===== src/lcime_consts.svh =====
// Purpose : Offsets, reset values and codes of the line interrupt block
// Assumes : Included by the top module and the testbench
// Notes   : Offsets are register indices; byte address = 4 * index
`ifndef LCIME_CONSTS_SVH
`define LCIME_CONSTS_SVH

// ****************************************************
// Register indices
// ****************************************************
`define LCIME_IDX_MASK_A  8'h11
`define LCIME_IDX_MASK_B  8'h12
`define LCIME_IDX_EDGE    8'h13
`define LCIME_IDX_STATUS  8'h14
`define LCIME_IDX_PEND    8'h15

// ****************************************************
// Reset values and bus codes
// ****************************************************
`define LCIME_RST_MASK    8'hFF
`define LCIME_RST_EDGE    8'h00
`define LCIME_RST_PEND    16'h0000
`define LCIME_TRANS_BIT   1
`define LCIME_RESP_OKAY   1'b0

`endif


===== src/lcime_pkg.sv =====
// Purpose : Types of the line interrupt block
// Assumes : Constants come from lcime_consts.svh
// Notes   : Whole state of the top module is one packed struct
package lcime_pkg;

  // Complete register state of the block
  typedef struct packed {
    logic [7:0]  mask_a;    // Status-source masks
    logic [7:0]  mask_b;    // Pulse-source masks
    logic [7:0]  edge_sel;  // 1: both edges count
    logic [7:0]  prev;      // Status seen last cycle
    logic [15:0] pend;      // [15:8] status, [7:0] pulse
    logic        irq;
    logic        dp_wr;     // Write data phase pending
    logic [7:0]  dp_idx;    // Index of that write
    logic        ready;
    logic        resp;
    logic [31:0] rdata;
    logic        seen;      // First cycle after reset done
  } lcime_state_t;

endpackage : lcime_pkg


===== src/lcime_top.sv =====
// Purpose : Interrupt mask and edge qualification for one line channel
// Assumes : Status and event inputs come from logic on hclk
// Notes   : AHB-Lite slave, zero wait states, always OKAY
//
// Behaviour
// - Mask A bit 7 gates equalizer range interrupt; 0 enables; resets 1.
// - Mask A bit 6 gates loop activate code interrupt; resets 1.
// - Mask A bit 5 gates loop deactivate code interrupt; resets 1.
// - Mask A bit 4 gates pattern sync interrupt; resets 1.
// - Mask A bit 3 gates transmit clock loss interrupt; resets 1.
// - Mask A bit 2 gates driver failure interrupt; resets 1.
// - Mask A bit 1 gates alarm indication interrupt; resets 1.
// - Mask A bit 0 gates signal loss interrupt; resets 1.
// - Mask B bit 7 gates shaper overflow interrupt; resets 1.
// - Mask B bits 6,5 gate jitter buffer over/underflow; reset 1.
// - Mask B bit 4 gates pattern error interrupt; resets 1.
// - Mask B bit 3 gates excess zeros interrupt; resets 1.
// - Mask B bit 2 gates code violation interrupt; resets 1.
// - Mask B bit 1 gates one-second tick interrupt; resets 1.
// - Mask B bit 0 gates counter overflow interrupt; resets 1.
// - Edge bit 7: equalizer status rising only at 0, both edges at 1.
// - Edge bit 6 picks rising or both edges for loop activate.
// - Edge bit 5 picks rising or both edges for loop deactivate.
// - Edge bit 4 picks rising or both edges for pattern sync.
// - Edge bit 3 picks rising or both edges for clock loss.
// - Edge bit 2 picks rising or both edges for driver fault.
// - Edge bits 1,0 pick edges for alarm and signal loss; reset 0.
//
// Implementation choice: register access over AHB-Lite.
`timescale 1ns/1ps
`include "lcime_consts.svh"

module lcime_top
  import lcime_pkg::*;
(
  // Clock and reset
  input  wire logic        hclk,
  input  wire logic        hresetn,
  // AHB-Lite slave
  input  wire logic        hsel,
  input  wire logic [31:0] haddr,
  input  wire logic [1:0]  htrans,
  input  wire logic        hwrite,
  input  wire logic [2:0]  hsize,
  input  wire logic [31:0] hwdata,
  input  wire logic        hready,
  output logic             hreadyout,
  output logic             hresp,
  output logic [31:0]      hrdata,
  // Real-time status bits
  input  wire logic        equalizer_range_state,
  input  wire logic        loop_activate_state,
  input  wire logic        loop_deactivate_state,
  input  wire logic        pattern_sync_state,
  input  wire logic        tx_clock_loss_state,
  input  wire logic        driver_fault_state,
  input  wire logic        alarm_indication_state,
  input  wire logic        signal_loss_state,
  // One-cycle event pulses
  input  wire logic        shaper_overflow_evt,
  input  wire logic        jitter_buf_over_evt,
  input  wire logic        jitter_buf_under_evt,
  input  wire logic        pattern_error_evt,
  input  wire logic        excess_zero_evt,
  input  wire logic        code_violation_evt,
  input  wire logic        second_tick_evt,
  input  wire logic        counter_overflow_evt,
  // Interrupt request
  output logic             irq
);

  // ****************************************************
  // Declarations
  // ****************************************************
  lcime_state_t state_ff;
  lcime_state_t nxt_state;
  logic [7:0]   line_status_register;
  logic [7:0]   pulse_evt;
  logic [7:0]   rise;
  logic [7:0]   fall;
  logic [7:0]   stat_evt;
  logic         addr_ok;
  logic [7:0]   addr_idx;

  // Gather the status bits in register bit order
  assign line_status_register = {equalizer_range_state, loop_activate_state,
                                 loop_deactivate_state, pattern_sync_state,
                                 tx_clock_loss_state, driver_fault_state,
                                 alarm_indication_state, signal_loss_state};

  // Pulse sources in mask B bit order
  assign pulse_evt = {shaper_overflow_evt, jitter_buf_over_evt,
                      jitter_buf_under_evt, pattern_error_evt,
                      excess_zero_evt, code_violation_evt,
                      second_tick_evt, counter_overflow_evt};

  // ****************************************************
  // Edge qualification, one slice per status bit
  // ****************************************************
  genvar g;
  generate
    for (g = 0; g < 8; g++)
    begin : g_edge
      // Last-cycle copy means a held level gives no repeat event
      assign rise[g]     = line_status_register[g] & ~state_ff.prev[g];
      assign fall[g]     = ~line_status_register[g] & state_ff.prev[g];
      // Falling edge counts only when both edges are selected
      assign stat_evt[g] = rise[g] | (state_ff.edge_sel[g] & fall[g]);
    end
  endgenerate

  // Address phase decode; low bits and upper address ignored
  assign addr_ok  = hsel & hready & htrans[`LCIME_TRANS_BIT];
  assign addr_idx = haddr[9:2];

  // ****************************************************
  // Next-state logic
  // ****************************************************
  always_comb
  begin
    nxt_state       = state_ff;
    nxt_state.ready = 1'b1;
    nxt_state.resp  = `LCIME_RESP_OKAY;
    nxt_state.seen  = 1'b1;
    nxt_state.prev  = line_status_register;
    // Write data phase; unmapped indices are ignored
    if (state_ff.dp_wr)
    begin
      case (state_ff.dp_idx)
        `LCIME_IDX_MASK_A: nxt_state.mask_a = hwdata[7:0];
        `LCIME_IDX_MASK_B: nxt_state.mask_b = hwdata[7:0];
        `LCIME_IDX_EDGE:   nxt_state.edge_sel = hwdata[7:0];
        `LCIME_IDX_PEND:   nxt_state.pend = state_ff.pend & ~hwdata[15:0];
        default:           nxt_state.mask_a = state_ff.mask_a;
      endcase
    end
    // Set after clear so an event in the clearing cycle survives
    nxt_state.pend = nxt_state.pend | {stat_evt, pulse_evt};
    // Request from registered flags keeps the output glitch free
    nxt_state.irq = |(state_ff.pend & ~{state_ff.mask_a, state_ff.mask_b});
    // Capture a new address phase
    nxt_state.dp_wr  = addr_ok & hwrite;
    nxt_state.dp_idx = addr_idx;
    // Read data uses post-write values, so read-after-write is coherent
    if (addr_ok && !hwrite)
    begin
      case (addr_idx)
        `LCIME_IDX_MASK_A: nxt_state.rdata = {24'h000000, nxt_state.mask_a};
        `LCIME_IDX_MASK_B: nxt_state.rdata = {24'h000000, nxt_state.mask_b};
        `LCIME_IDX_EDGE:   nxt_state.rdata = {24'h000000, nxt_state.edge_sel};
        `LCIME_IDX_STATUS: nxt_state.rdata = {24'h000000, state_ff.prev};
        `LCIME_IDX_PEND:   nxt_state.rdata = {16'h0000, nxt_state.pend};
        default:           nxt_state.rdata = 32'h00000000;
      endcase
    end
  end

  // ****************************************************
  // State register
  // ****************************************************
  always_ff @(posedge hclk or negedge hresetn)
  begin
    if (!hresetn)
    begin
      state_ff          <= '0;
      state_ff.mask_a   <= `LCIME_RST_MASK;
      state_ff.mask_b   <= `LCIME_RST_MASK;
      state_ff.edge_sel <= `LCIME_RST_EDGE;
      state_ff.pend     <= `LCIME_RST_PEND;
      state_ff.ready    <= 1'b1;
    end
    else
    begin
      state_ff <= nxt_state;
    end
  end

  // Outputs straight from the state flops
  assign hreadyout = state_ff.ready;
  assign hresp     = state_ff.resp;
  assign hrdata    = state_ff.rdata;
  assign irq       = state_ff.irq;

  // ****************************************************
  // Checks
  // ****************************************************
  AST_RESET_VALUES: assert property (@(posedge hclk) disable iff (!hresetn)
    !state_ff.seen |-> (state_ff.mask_a == 8'hFF && state_ff.mask_b == 8'hFF
                        && state_ff.edge_sel == 8'h00))
    else $error("register reset values wrong");

  AST_IRQ_ON: assert property (@(posedge hclk) disable iff (!hresetn)
    |(state_ff.pend & ~{state_ff.mask_a, state_ff.mask_b}) |=> irq)
    else $error("unmasked pending flag gave no request");

  AST_IRQ_OFF: assert property (@(posedge hclk) disable iff (!hresetn)
    (state_ff.pend & ~{state_ff.mask_a, state_ff.mask_b}) == 16'h0000 |=> !irq)
    else $error("request without unmasked pending flag");

  AST_RISE_SETS: assert property (@(posedge hclk) disable iff (!hresetn)
    (line_status_register & ~state_ff.prev) != 8'h00 |=>
      (state_ff.pend[15:8] & $past(rise)) == $past(rise))
    else $error("rising status edge lost");

  AST_FALL_IGNORED: assert property (@(posedge hclk) disable iff (!hresetn)
    (fall & ~state_ff.edge_sel & ~state_ff.pend[15:8]) != 8'h00 && !state_ff.dp_wr |=>
      (state_ff.pend[15:8] & $past(fall & ~state_ff.edge_sel & ~state_ff.pend[15:8])) == 8'h00)
    else $error("falling edge counted in rising-only mode");

  AST_FALL_BOTH: assert property (@(posedge hclk) disable iff (!hresetn)
    (fall & state_ff.edge_sel) != 8'h00 |=>
      (state_ff.pend[15:8] & $past(fall & state_ff.edge_sel)) == $past(fall & state_ff.edge_sel))
    else $error("falling edge lost in both-edge mode");

  AST_PULSE_SETS: assert property (@(posedge hclk) disable iff (!hresetn)
    pulse_evt != 8'h00 |=> (state_ff.pend[7:0] & $past(pulse_evt)) == $past(pulse_evt))
    else $error("event pulse lost");

  AST_MASK_STABLE: assert property (@(posedge hclk) disable iff (!hresetn)
    !(state_ff.dp_wr && state_ff.dp_idx == 8'h11) |=> $stable(state_ff.mask_a))
    else $error("mask changed without a write");

  AST_READ_MASK_B: assert property (@(posedge hclk) disable iff (!hresetn)
    addr_ok && !hwrite && addr_idx == 8'h12 |=> hrdata == {24'h000000, state_ff.mask_b})
    else $error("mask B readback wrong");

  AST_ALWAYS_READY: assert property (@(posedge hclk) disable iff (!hresetn)
    state_ff.seen |-> hreadyout && !hresp)
    else $error("slave stalled or erred");

  // ****************************************************
  // Per-source gating: a lone pending flag follows its mask
  // ****************************************************
  // One flag at a time, so each mask bit is seen on its own
  AST_GATE_A7: assert property (@(posedge hclk) disable iff (!hresetn)
    state_ff.pend == 16'h8000 |=> irq == !$past(state_ff.mask_a[7]))
    else $error("equalizer range gating wrong");

  AST_GATE_A6: assert property (@(posedge hclk) disable iff (!hresetn)
    state_ff.pend == 16'h4000 |=> irq == !$past(state_ff.mask_a[6]))
    else $error("loop activate gating wrong");

  AST_GATE_A5: assert property (@(posedge hclk) disable iff (!hresetn)
    state_ff.pend == 16'h2000 |=> irq == !$past(state_ff.mask_a[5]))
    else $error("loop deactivate gating wrong");

  AST_GATE_A4: assert property (@(posedge hclk) disable iff (!hresetn)
    state_ff.pend == 16'h1000 |=> irq == !$past(state_ff.mask_a[4]))
    else $error("pattern sync gating wrong");

  AST_GATE_A3: assert property (@(posedge hclk) disable iff (!hresetn)
    state_ff.pend == 16'h0800 |=> irq == !$past(state_ff.mask_a[3]))
    else $error("clock loss gating wrong");

  AST_GATE_A2: assert property (@(posedge hclk) disable iff (!hresetn)
    state_ff.pend == 16'h0400 |=> irq == !$past(state_ff.mask_a[2]))
    else $error("driver fault gating wrong");

  AST_GATE_A1: assert property (@(posedge hclk) disable iff (!hresetn)
    state_ff.pend == 16'h0200 |=> irq == !$past(state_ff.mask_a[1]))
    else $error("alarm indication gating wrong");

  AST_GATE_A0: assert property (@(posedge hclk) disable iff (!hresetn)
    state_ff.pend == 16'h0100 |=> irq == !$past(state_ff.mask_a[0]))
    else $error("signal loss gating wrong");

  AST_GATE_B7: assert property (@(posedge hclk) disable iff (!hresetn)
    state_ff.pend == 16'h0080 |=> irq == !$past(state_ff.mask_b[7]))
    else $error("shaper overflow gating wrong");

  AST_GATE_B6: assert property (@(posedge hclk) disable iff (!hresetn)
    state_ff.pend == 16'h0040 |=> irq == !$past(state_ff.mask_b[6]))
    else $error("jitter overflow gating wrong");

  AST_GATE_B5: assert property (@(posedge hclk) disable iff (!hresetn)
    state_ff.pend == 16'h0020 |=> irq == !$past(state_ff.mask_b[5]))
    else $error("jitter underflow gating wrong");

  AST_GATE_B4: assert property (@(posedge hclk) disable iff (!hresetn)
    state_ff.pend == 16'h0010 |=> irq == !$past(state_ff.mask_b[4]))
    else $error("pattern error gating wrong");

  AST_GATE_B3: assert property (@(posedge hclk) disable iff (!hresetn)
    state_ff.pend == 16'h0008 |=> irq == !$past(state_ff.mask_b[3]))
    else $error("excess zero gating wrong");

  AST_GATE_B2: assert property (@(posedge hclk) disable iff (!hresetn)
    state_ff.pend == 16'h0004 |=> irq == !$past(state_ff.mask_b[2]))
    else $error("code violation gating wrong");

  AST_GATE_B1: assert property (@(posedge hclk) disable iff (!hresetn)
    state_ff.pend == 16'h0002 |=> irq == !$past(state_ff.mask_b[1]))
    else $error("second tick gating wrong");

  AST_GATE_B0: assert property (@(posedge hclk) disable iff (!hresetn)
    state_ff.pend == 16'h0001 |=> irq == !$past(state_ff.mask_b[0]))
    else $error("counter overflow gating wrong");

  // ****************************************************
  // Per-source edge choice: rising-only drops a fall
  // ****************************************************
  // Only a clear flag can show that a fall set nothing
  AST_EDGE_B7: assert property (@(posedge hclk) disable iff (!hresetn)
    !state_ff.pend[15] && fall[7] && !state_ff.edge_sel[7] |=> !state_ff.pend[15])
    else $error("equalizer fall counted");

  AST_EDGE_B6: assert property (@(posedge hclk) disable iff (!hresetn)
    !state_ff.pend[14] && fall[6] && !state_ff.edge_sel[6] |=> !state_ff.pend[14])
    else $error("loop activate fall counted");

  AST_EDGE_B5: assert property (@(posedge hclk) disable iff (!hresetn)
    !state_ff.pend[13] && fall[5] && !state_ff.edge_sel[5] |=> !state_ff.pend[13])
    else $error("loop deactivate fall counted");

  AST_EDGE_B4: assert property (@(posedge hclk) disable iff (!hresetn)
    !state_ff.pend[12] && fall[4] && !state_ff.edge_sel[4] |=> !state_ff.pend[12])
    else $error("pattern sync fall counted");

  AST_EDGE_B3: assert property (@(posedge hclk) disable iff (!hresetn)
    !state_ff.pend[11] && fall[3] && !state_ff.edge_sel[3] |=> !state_ff.pend[11])
    else $error("clock loss fall counted");

  AST_EDGE_B2: assert property (@(posedge hclk) disable iff (!hresetn)
    !state_ff.pend[10] && fall[2] && !state_ff.edge_sel[2] |=> !state_ff.pend[10])
    else $error("driver fault fall counted");

  AST_EDGE_B1: assert property (@(posedge hclk) disable iff (!hresetn)
    !state_ff.pend[9] && fall[1] && !state_ff.edge_sel[1] |=> !state_ff.pend[9])
    else $error("alarm indication fall counted");

  AST_EDGE_B0: assert property (@(posedge hclk) disable iff (!hresetn)
    !state_ff.pend[8] && fall[0] && !state_ff.edge_sel[0] |=> !state_ff.pend[8])
    else $error("signal loss fall counted");

  // ****************************************************
  // Register upkeep
  // ****************************************************
  // Write-one-to-clear drops only the bits written
  AST_PEND_CLEAR: assert property (@(posedge hclk) disable iff (!hresetn)
    state_ff.dp_wr && state_ff.dp_idx == `LCIME_IDX_PEND && {stat_evt, pulse_evt} == 16'h0000
      |=> state_ff.pend == ($past(state_ff.pend) & ~$past(hwdata[15:0])))
    else $error("pending clear wrong");

  // Flags never drop without a clear write
  AST_PEND_STICKY: assert property (@(posedge hclk) disable iff (!hresetn)
    !(state_ff.dp_wr && state_ff.dp_idx == `LCIME_IDX_PEND) |=>
      (state_ff.pend & $past(state_ff.pend)) == $past(state_ff.pend))
    else $error("pending flag lost");

  // No request straight out of reset
  AST_IRQ_RESET: assert property (@(posedge hclk) disable iff (!hresetn)
    !state_ff.seen |-> !irq)
    else $error("request right after reset");

  // Edge choice only moves on its own write
  AST_EDGE_STABLE: assert property (@(posedge hclk) disable iff (!hresetn)
    !(state_ff.dp_wr && state_ff.dp_idx == `LCIME_IDX_EDGE) |=> $stable(state_ff.edge_sel))
    else $error("edge select changed without a write");

  // Mask B only moves on its own write
  AST_MASK_B_STABLE: assert property (@(posedge hclk) disable iff (!hresetn)
    !(state_ff.dp_wr && state_ff.dp_idx == `LCIME_IDX_MASK_B) |=> $stable(state_ff.mask_b))
    else $error("mask B changed without a write");

  // Mask A reads back in the data phase
  AST_READ_MASK_A: assert property (@(posedge hclk) disable iff (!hresetn)
    addr_ok && !hwrite && addr_idx == `LCIME_IDX_MASK_A |=> hrdata == {24'h000000, state_ff.mask_a})
    else $error("mask A readback wrong");

endmodule : lcime_top


===== config.mk =====
export PLATFORM = sky130hd
export DESIGN_NAME = lcime_top
export DESIGN_NICKNAME = d
export VERILOG_FILES = /design/src/lcime_pkg.sv /design/src/lcime_top.sv
export VERILOG_INCLUDE_DIRS = /design/src
export SDC_FILE = /design/constraint.sdc
export NUM_CORES = 1
export LEC_CHECK = 0
export BUFFER_PORTS_ARGS = -buffer_cell sky130_fd_sc_hd__buf_2
export CORE_ASPECT_RATIO = 1.1
export CORE_UTILIZATION = 54
export CTS_BUF_LIST = sky130_fd_sc_hd__clkbuf_16
export CTS_CLUSTER_SIZE = 8
export DETAILED_ROUTE_END_ITERATION = 12
export PLACE_DENSITY_LB_ADDON = 0.25
export RECOVER_POWER = 100
export SETUP_SLACK_MARGIN = 0.02
export SYNTH_ARGS = -nofsm -noshare
export SYNTH_HDL_FRONTEND = slang
export SYNTH_SLANG_ARGS = --single-unit

===== constraint.sdc =====
create_clock -name hclk -period 2.7 [get_ports hclk]
set_input_delay 0.135 -clock hclk [delete_from_list [all_inputs] [get_ports hclk]]
set_output_delay 0.135 -clock hclk [all_outputs]
set_load 0.05 [all_outputs]

==> summary.txt, run 1 <==
Outcome = finished with violations
Violated checks = capacitance limit, slew limit
Async SR Flop Fraction = 100%
Slew @ Worst Pin = 1.77 ns
RSZ-0062 raised after global routing = no
Via density = 5.58
DRC viols = 0
Core area = 0.00659 sq mm
EDFF count, synth = 0
Leak pwr = 1.98 nW
Clock latency on the worst-skew pair = 0.33 ns
CP cell instances = nor4b_4, and3_1, clkbuf_1, nand2_1, a221oi_1, o21ai_0
Synth Flop Type = dfrtp_1
# Max-Cap Violations = 1
Tmin final = 2.32 ns
# port buffers = 62
Yosys cell types = 43
Clock Pin Slew Worst Setup and Hold Paths = 0.06 ns
Hold Path Class = primary input to flop
Vias in the first global route = 2976
Setup WS pre-CTS = 0.548 ns
Die Ht = 88.9 um
Peak Freq = 0.431 GHz
Diodes inserted = 0
Initial antenna violation count = 0
Die area = 0.00720 sq mm
CP max stage delay = 0.54 ns
Global-route wire length before repair = 14.5 mm
Share of layout cells above drive strength 1 = 20.5%
Filler cells = 558
CP required = 2.89 ns
Hold Buf Count CTS = 17
WP buf/inv = 1
RD Place Congestion = 0.806
CP delay by family, top = simple AND/OR/NAND/NOR gates
Detailed Route Iter0 Violations = 176
Post-Syn Area = 0.00371 sq mm
Ports = 125
CTS tree = yes
Chip width = 81.0 um
Cts bufs inserted = 9
Grt total ovfl = 0
Final setup viols = 0
Max Transition Viols Final = 75
DR pass1 iterations = 4
Root Buffer Master = clkbuf_16
Min setup slack post-route = 0.380 ns
Post-synth top area share = 39.1%
Post-Synthesis Cells = 351
Vias after detailed routing = 2853
Worst VDD drop = 0.413 mV
Pwr dens = 597 mW/mm^2
Critical Path Sink Type = flop
Synth area leader = dfrtp_1
Synth Warn # = 0
Final worst path period share = 85.9%
Synth top area cells = dfrtp_1 39%, dfstp_2 11%, buf_4 7.1%
Worst Setup Path Type = flop to flop
Worst EP arrival = 2.51 ns
Post-route ant nets = 0
Clock Sinks = 74
Dpl hpwl = 5.95 mm
CP Launch Type = flop
Slowest stage cell, crit path = nor4b_4
Mean Syn Cell Area = 10.6 sq um
Skew final = 0.00555 ns
Relative slew slack = -17.9%
Crit Path Max Fanout = 6
Total routed wirelength = 9.09 mm
Mean routed wirelength per cell = 17.8 um
Largest net degree at the start of global routing = 75
Register bit total from synthesis = 74
Area growth syn-to-layout = 18.5%
GRT Overall Usage = 28.4%
Fin. Hold Viols = 0
Final setup TNS = 0 ns
Cts repair resizes = 0
Sequential-to-total area share from yosys stat = 50.5%
Initial core utilization = 56.2%
Final nets = 514
Post-CTS setup buffers = 0
Clk buf depth = 2
H-tree lvl count = 3
FP Rows = 31
==> area by class of cell <==
cell class              count  area (sq um)  share of cell area (%)
repair buffers             91           514                    11.7
flip-flops and latches     74          1870                    42.6
well taps                  82           103                    2.33
multi-input cells         208          1450                    32.9
inverters                  40           150                    3.42
clock inverters             7          85.1                    1.94
clock buffers               9           225                    5.13
==> cell usage in the layout (no fill, tap or decap), types with 2 or more instances in the layout <==
cell type      synthesis  layout
dfrtp_1               58      58
nor2_1                 2       2
dfstp_2               16      15
buf_2                  3      28
mux2_2                15      15
conb_1                 2      18
nor3_1                 2       2
mux2i_1                8       8
nor3b_1                9       9
clkinv_2               0       2
a221oi_1              10      10
buf_4                 35       7
a21boi_0               8       8
dlygate4sd3_1          0      17
nor2b_1                9       9
inv_1                 40      41
nand2_1               34      34
nand4_1               16      16
nand3_1               12      12
clkbuf_16              0       9
bufinv_16              0       2
o211ai_1               8       8
nand3_4                2       2
o21ai_0                8       8
clkbuf_1               4      37
o31a_1                 8       8
o2bb2ai_1              8       8
o22ai_1                6       6
a21o_1                 8       8
==> state kept, by name (all words and copies together) (netlist names) <==
register  flops
state_ff     57
hrdata       16
irq           1
==> cell usage after synthesis, types with 6 or more instances <==
master	instances
o21ai_0	8
buf_4	35
o2bb2ai_1	8
o31a_1	8
mux2i_1	8
nand4_1	16
dfstp_2	16
nor3b_1	9
a21boi_0	8
nand3_1	12
mux2_2	15
nor2b_1	9
o22ai_1	6
nand2_1	34
a21o_1	8
a221oi_1	10
inv_1	40
o211ai_1	8
dfrtp_1	58
==> stage by stage <==
step / area [sq um] / hold WS, ns / power, mW / cells / util (%)
2_1_floorplan: 3770 / -0.161 / 1.31 / 367 / -
3_3_place_gp: 3990 / 0.194 / 1.39 / 478 / 60.5
6_report: 4390 / 0.0178 / 2.62 / 511 / 66.6
3_5_place_dp: 3990 / 0.193 / 1.39 / 478 / 60.5
4_1_cts: 4470 / 0.00989 / 2.64 / 511 / 67.7
5_1_grt: 4390 / 0.0129 / 2.71 / 511 / 66.6
==> kinds of logic (layout without fill, tap and decap cells) <==
family          count (synthesis)  in the layout  share of synthesized area (%)
buf+inv                        85            147                           12.2
other cells                     2             18                          0.203
compound gates                 65             65                           13.3
simple gates                  101            101                           16.7
mux                            24             24                           7.12
flops                          74             74                           50.5
==> worst paths after layout <==
kind | start | cells after the start | slack (ns) | end
min in group asynchronous | hresetn | 3 | 0.90 | state_ff[64]$_DFF_PN0_
setup / recovery | state_ff[40]$_DFF_PN0_ | 6 | 0.38 | hrdata[10]$_DFFE_PN0P_
hold reg to reg | hrdata[12]$_DFFE_PN0P_ | 2 | 0.48 | hrdata[12]$_DFFE_PN0P_
hold / removal | counter_overflow_evt | 2 | 0.02 | state_ff[45]$_DFF_PN0_
max in group asynchronous | hresetn | 3 | 0.75 | state_ff[35]$_DFF_PN0_
setup reg to reg | state_ff[40]$_DFF_PN0_ | 6 | 0.38 | hrdata[10]$_DFFE_PN0P_
==> where the power goes <==
part	total (mW)	internal, mW	switching (mW)	leakage (nW)
registers	1.17	1.15	0.0207	0.833
clock network	1.24	0.798	0.439	0.154
logic	0.213	0.0689	0.144	0.993
==> worst register-to-register path, cell delays in order, from the launching register on <==
cell	delay, ns
dfrtp_1	0.40
nor4b_4	0.54
and3_1	0.39
clkbuf_1	0.30
nand2_1	0.09
a221oi_1	0.32
o21ai_0	0.15
==> per-layer routing <==
layer  routed length, um  global-route usage, %
met1                3820                   36.2
met2                4550                   46.9
met3                 579                   6.22
met4                 129                   11.5
met5                   0                      0
(Power assumes the default switching activity.)
==> inputs of run 2 (changes only) <==
--- a/config.mk
+++ b/config.mk
@@ -9,4 +9,5 @@
 export BUFFER_PORTS_ARGS = -buffer_cell sky130_fd_sc_hd__buf_2
 export CORE_ASPECT_RATIO = 1.1
+export CORE_MARGIN = 10
 export CORE_UTILIZATION = 54
 export CTS_BUF_LIST = sky130_fd_sc_hd__clkbuf_16
==> constraint.sdc (replaced) <==
create_clock -name hclk -period 2.7 [get_ports hclk]
set_input_delay 0.27 -clock hclk [delete_from_list [all_inputs] [get_ports hclk]]
set_output_delay 0.27 -clock hclk [all_outputs]
set_load 0.05 [all_outputs]
==> summary.txt, run 2 (synthesis gave the netlist of run 1 again) <==
Outcome = complete, no violations
Worst EP arrival = 2.52 ns
GRT Overall Usage = 18.5%
Share of layout cells above drive strength 1 = 21.3%
DRC viols = 0
# Max-Cap Violations = 0
Die area = 0.0106 sq mm
Final worst path period share = 85.5%
FP Rows = 31
Diodes inserted = 0
Sequential cell area = 0.00187 sq mm
Worst VDD drop = 0.397 mV
Clock Sinks = 74
Dpl cells = 479
Vias after detailed routing = 2818
Initial antenna violation count = 0
Fin. Hold Viols = 0
Core Util, Final = 63.6%
Commonest non-fill, non-tap cell in the layout = dfrtp_1
CP max stage delay = 0.42 ns
RD Place Congestion = 0.826
Global-route wire length before repair = 15.5 mm
CP required = 2.91 ns
CP Launch Type = flop
Peak Freq = 0.433 GHz
Most frequent cells in the layout = 58 x dfrtp_1, 42 x inv_1, 36 x clkbuf_1
Min Hold Slack = 0.0848 ns
Hold Path Class = primary input to flop
Ports = 125
Relative slew slack = 33.4%
Cts bufs inserted = 9
Total routed wirelength = 9.40 mm
Slew @ Worst Pin = 0.999 ns
Total power = 2.49 mW
Leak pwr = 1.92 nW
CTS tree = yes
Final nets = 499
Grt total ovfl = 0
WP buf/inv = 1
Root Buffer Master = clkbuf_16
Core area = 0.00663 sq mm
Detailed Route Iter0 Violations = 134
Final setup TNS = 0 ns
Max Transition Viols Final = 0
Tmin final = 2.31 ns
# port buffers = 62
DR pass1 iterations = 4
Clk buf depth = 2
Dpl hpwl = 6.73 mm
Non-Filler Instances = 496
Mean routed wirelength per cell = 19.0 um
RSZ-0062 raised after global routing = no
Clock latency on the worst-skew pair = 0.33 ns
Reg with most FFs = state_ff
Footprint of the multi-input gates = 0.00145 sq mm
Pwr dens = 590 mW/mm^2
CP cell instances = nor4b_4, clkbuf_1, nand3_4, mux2_4, nor2b_1, o31a_1
Crit Path Max Fanout = 8
H-tree lvl count = 3
Slowest stage cell, crit path = clkbuf_1
Clock Pin Slew Worst Setup and Hold Paths = 0.06 ns
Via density = 5.68
Max reg flops = 57
Critical Path Sink Type = flop
Post-route ant nets = 0
Initial core utilization = 55.9%
Worst Setup Path Type = flop to flop
Cts repair resizes = 0
Die Ht = 107 um
Chip width = 99.0 um
Vias in the first global route = 3038
Area growth syn-to-layout = 13.7%
Filler cells = 586
Final setup viols = 0
CP delay by family, top = simple AND/OR/NAND/NOR gates
Skew final = 0.0141 ns
Largest net degree at the start of global routing = 31
-- run 2: final timing paths --
| kind | cells past startpoint | slack, ns | startpoint | to |
|---|---|---|---|---|
| max in group asynchronous | 3 | 0.80 | hresetn | state_ff[37]$_DFF_PN0_ |
| worst min register to register | 2 | 0.48 | hrdata[9]$_DFFE_PN0P_ | hrdata[9]$_DFFE_PN0P_ |
| worst max register to register | 6 | 0.39 | state_ff[40]$_DFF_PN0_ | hrdata[7]$_DFFE_PN0P_ |
| worst min-delay path | 1 | 0.08 | pattern_sync_state | state_ff[65]$_DFF_PN0_ |
| min in group asynchronous | 2 | 0.63 | hresetn | hrdata[8]$_DFFE_PN0P_ |
| worst max-delay path | 6 | 0.39 | state_ff[40]$_DFF_PN0_ | hrdata[7]$_DFFE_PN0P_ |
-- run 2: layout make-up --
cell class / count / share of cell area [%]
Sequential cell: 74 / 44.4
Inverter: 40 / 3.56
Multi-Input combinational cell: 208 / 34.4
Timing Repair Buffer: 76 / 8.61
Clock inverter: 7 / 1.28
Clock buffer: 9 / 5.34
Tap cell: 82 / 2.43
-- run 2: layer usage --
layer,vias to the layer above,track usage [%],routed length [um]
li1,1308,-,-
met1,1395,21.5,3690
met2,98,30.8,4780
met3,17,5.65,710
met4,0,8.09,223
met5,-,0,0
-- run 2: metrics by stage --
stage	setup slack, ns	instance area [sq um]
after floorplan	0.944	3770
after global placement	0.683	3980
after detailed placement	0.656	3980
after CTS	0.653	4270
after global routing	0.297	4220
final	0.393	4220
-- run 2: worst reg2reg max path: stages (launching register included) --
cell and delay (ns):
dfrtp_1 0.39, nor4b_4 0.31, clkbuf_1 0.42, nand3_4 0.27, mux2_4 0.36, nor2b_1 0.13, o31a_1 0.31
-- run 2: where the power goes --
part	total, mW	switching, mW	leakage [nW]	internal [mW]
clock	1.12	0.422	0.144	0.697
sequential	1.17	0.0206	0.833	1.15
combinational	0.196	0.140	0.939	0.0551
total	2.49	0.583	1.92	1.90
-- run 2: repair_timing --
| item | CTS | global route |
|---|---|---|
| buffers inserted | 0 | 0 |
| hold buffers | 1 | 0 |
| hold endpoints to repair | 16 | 0 |
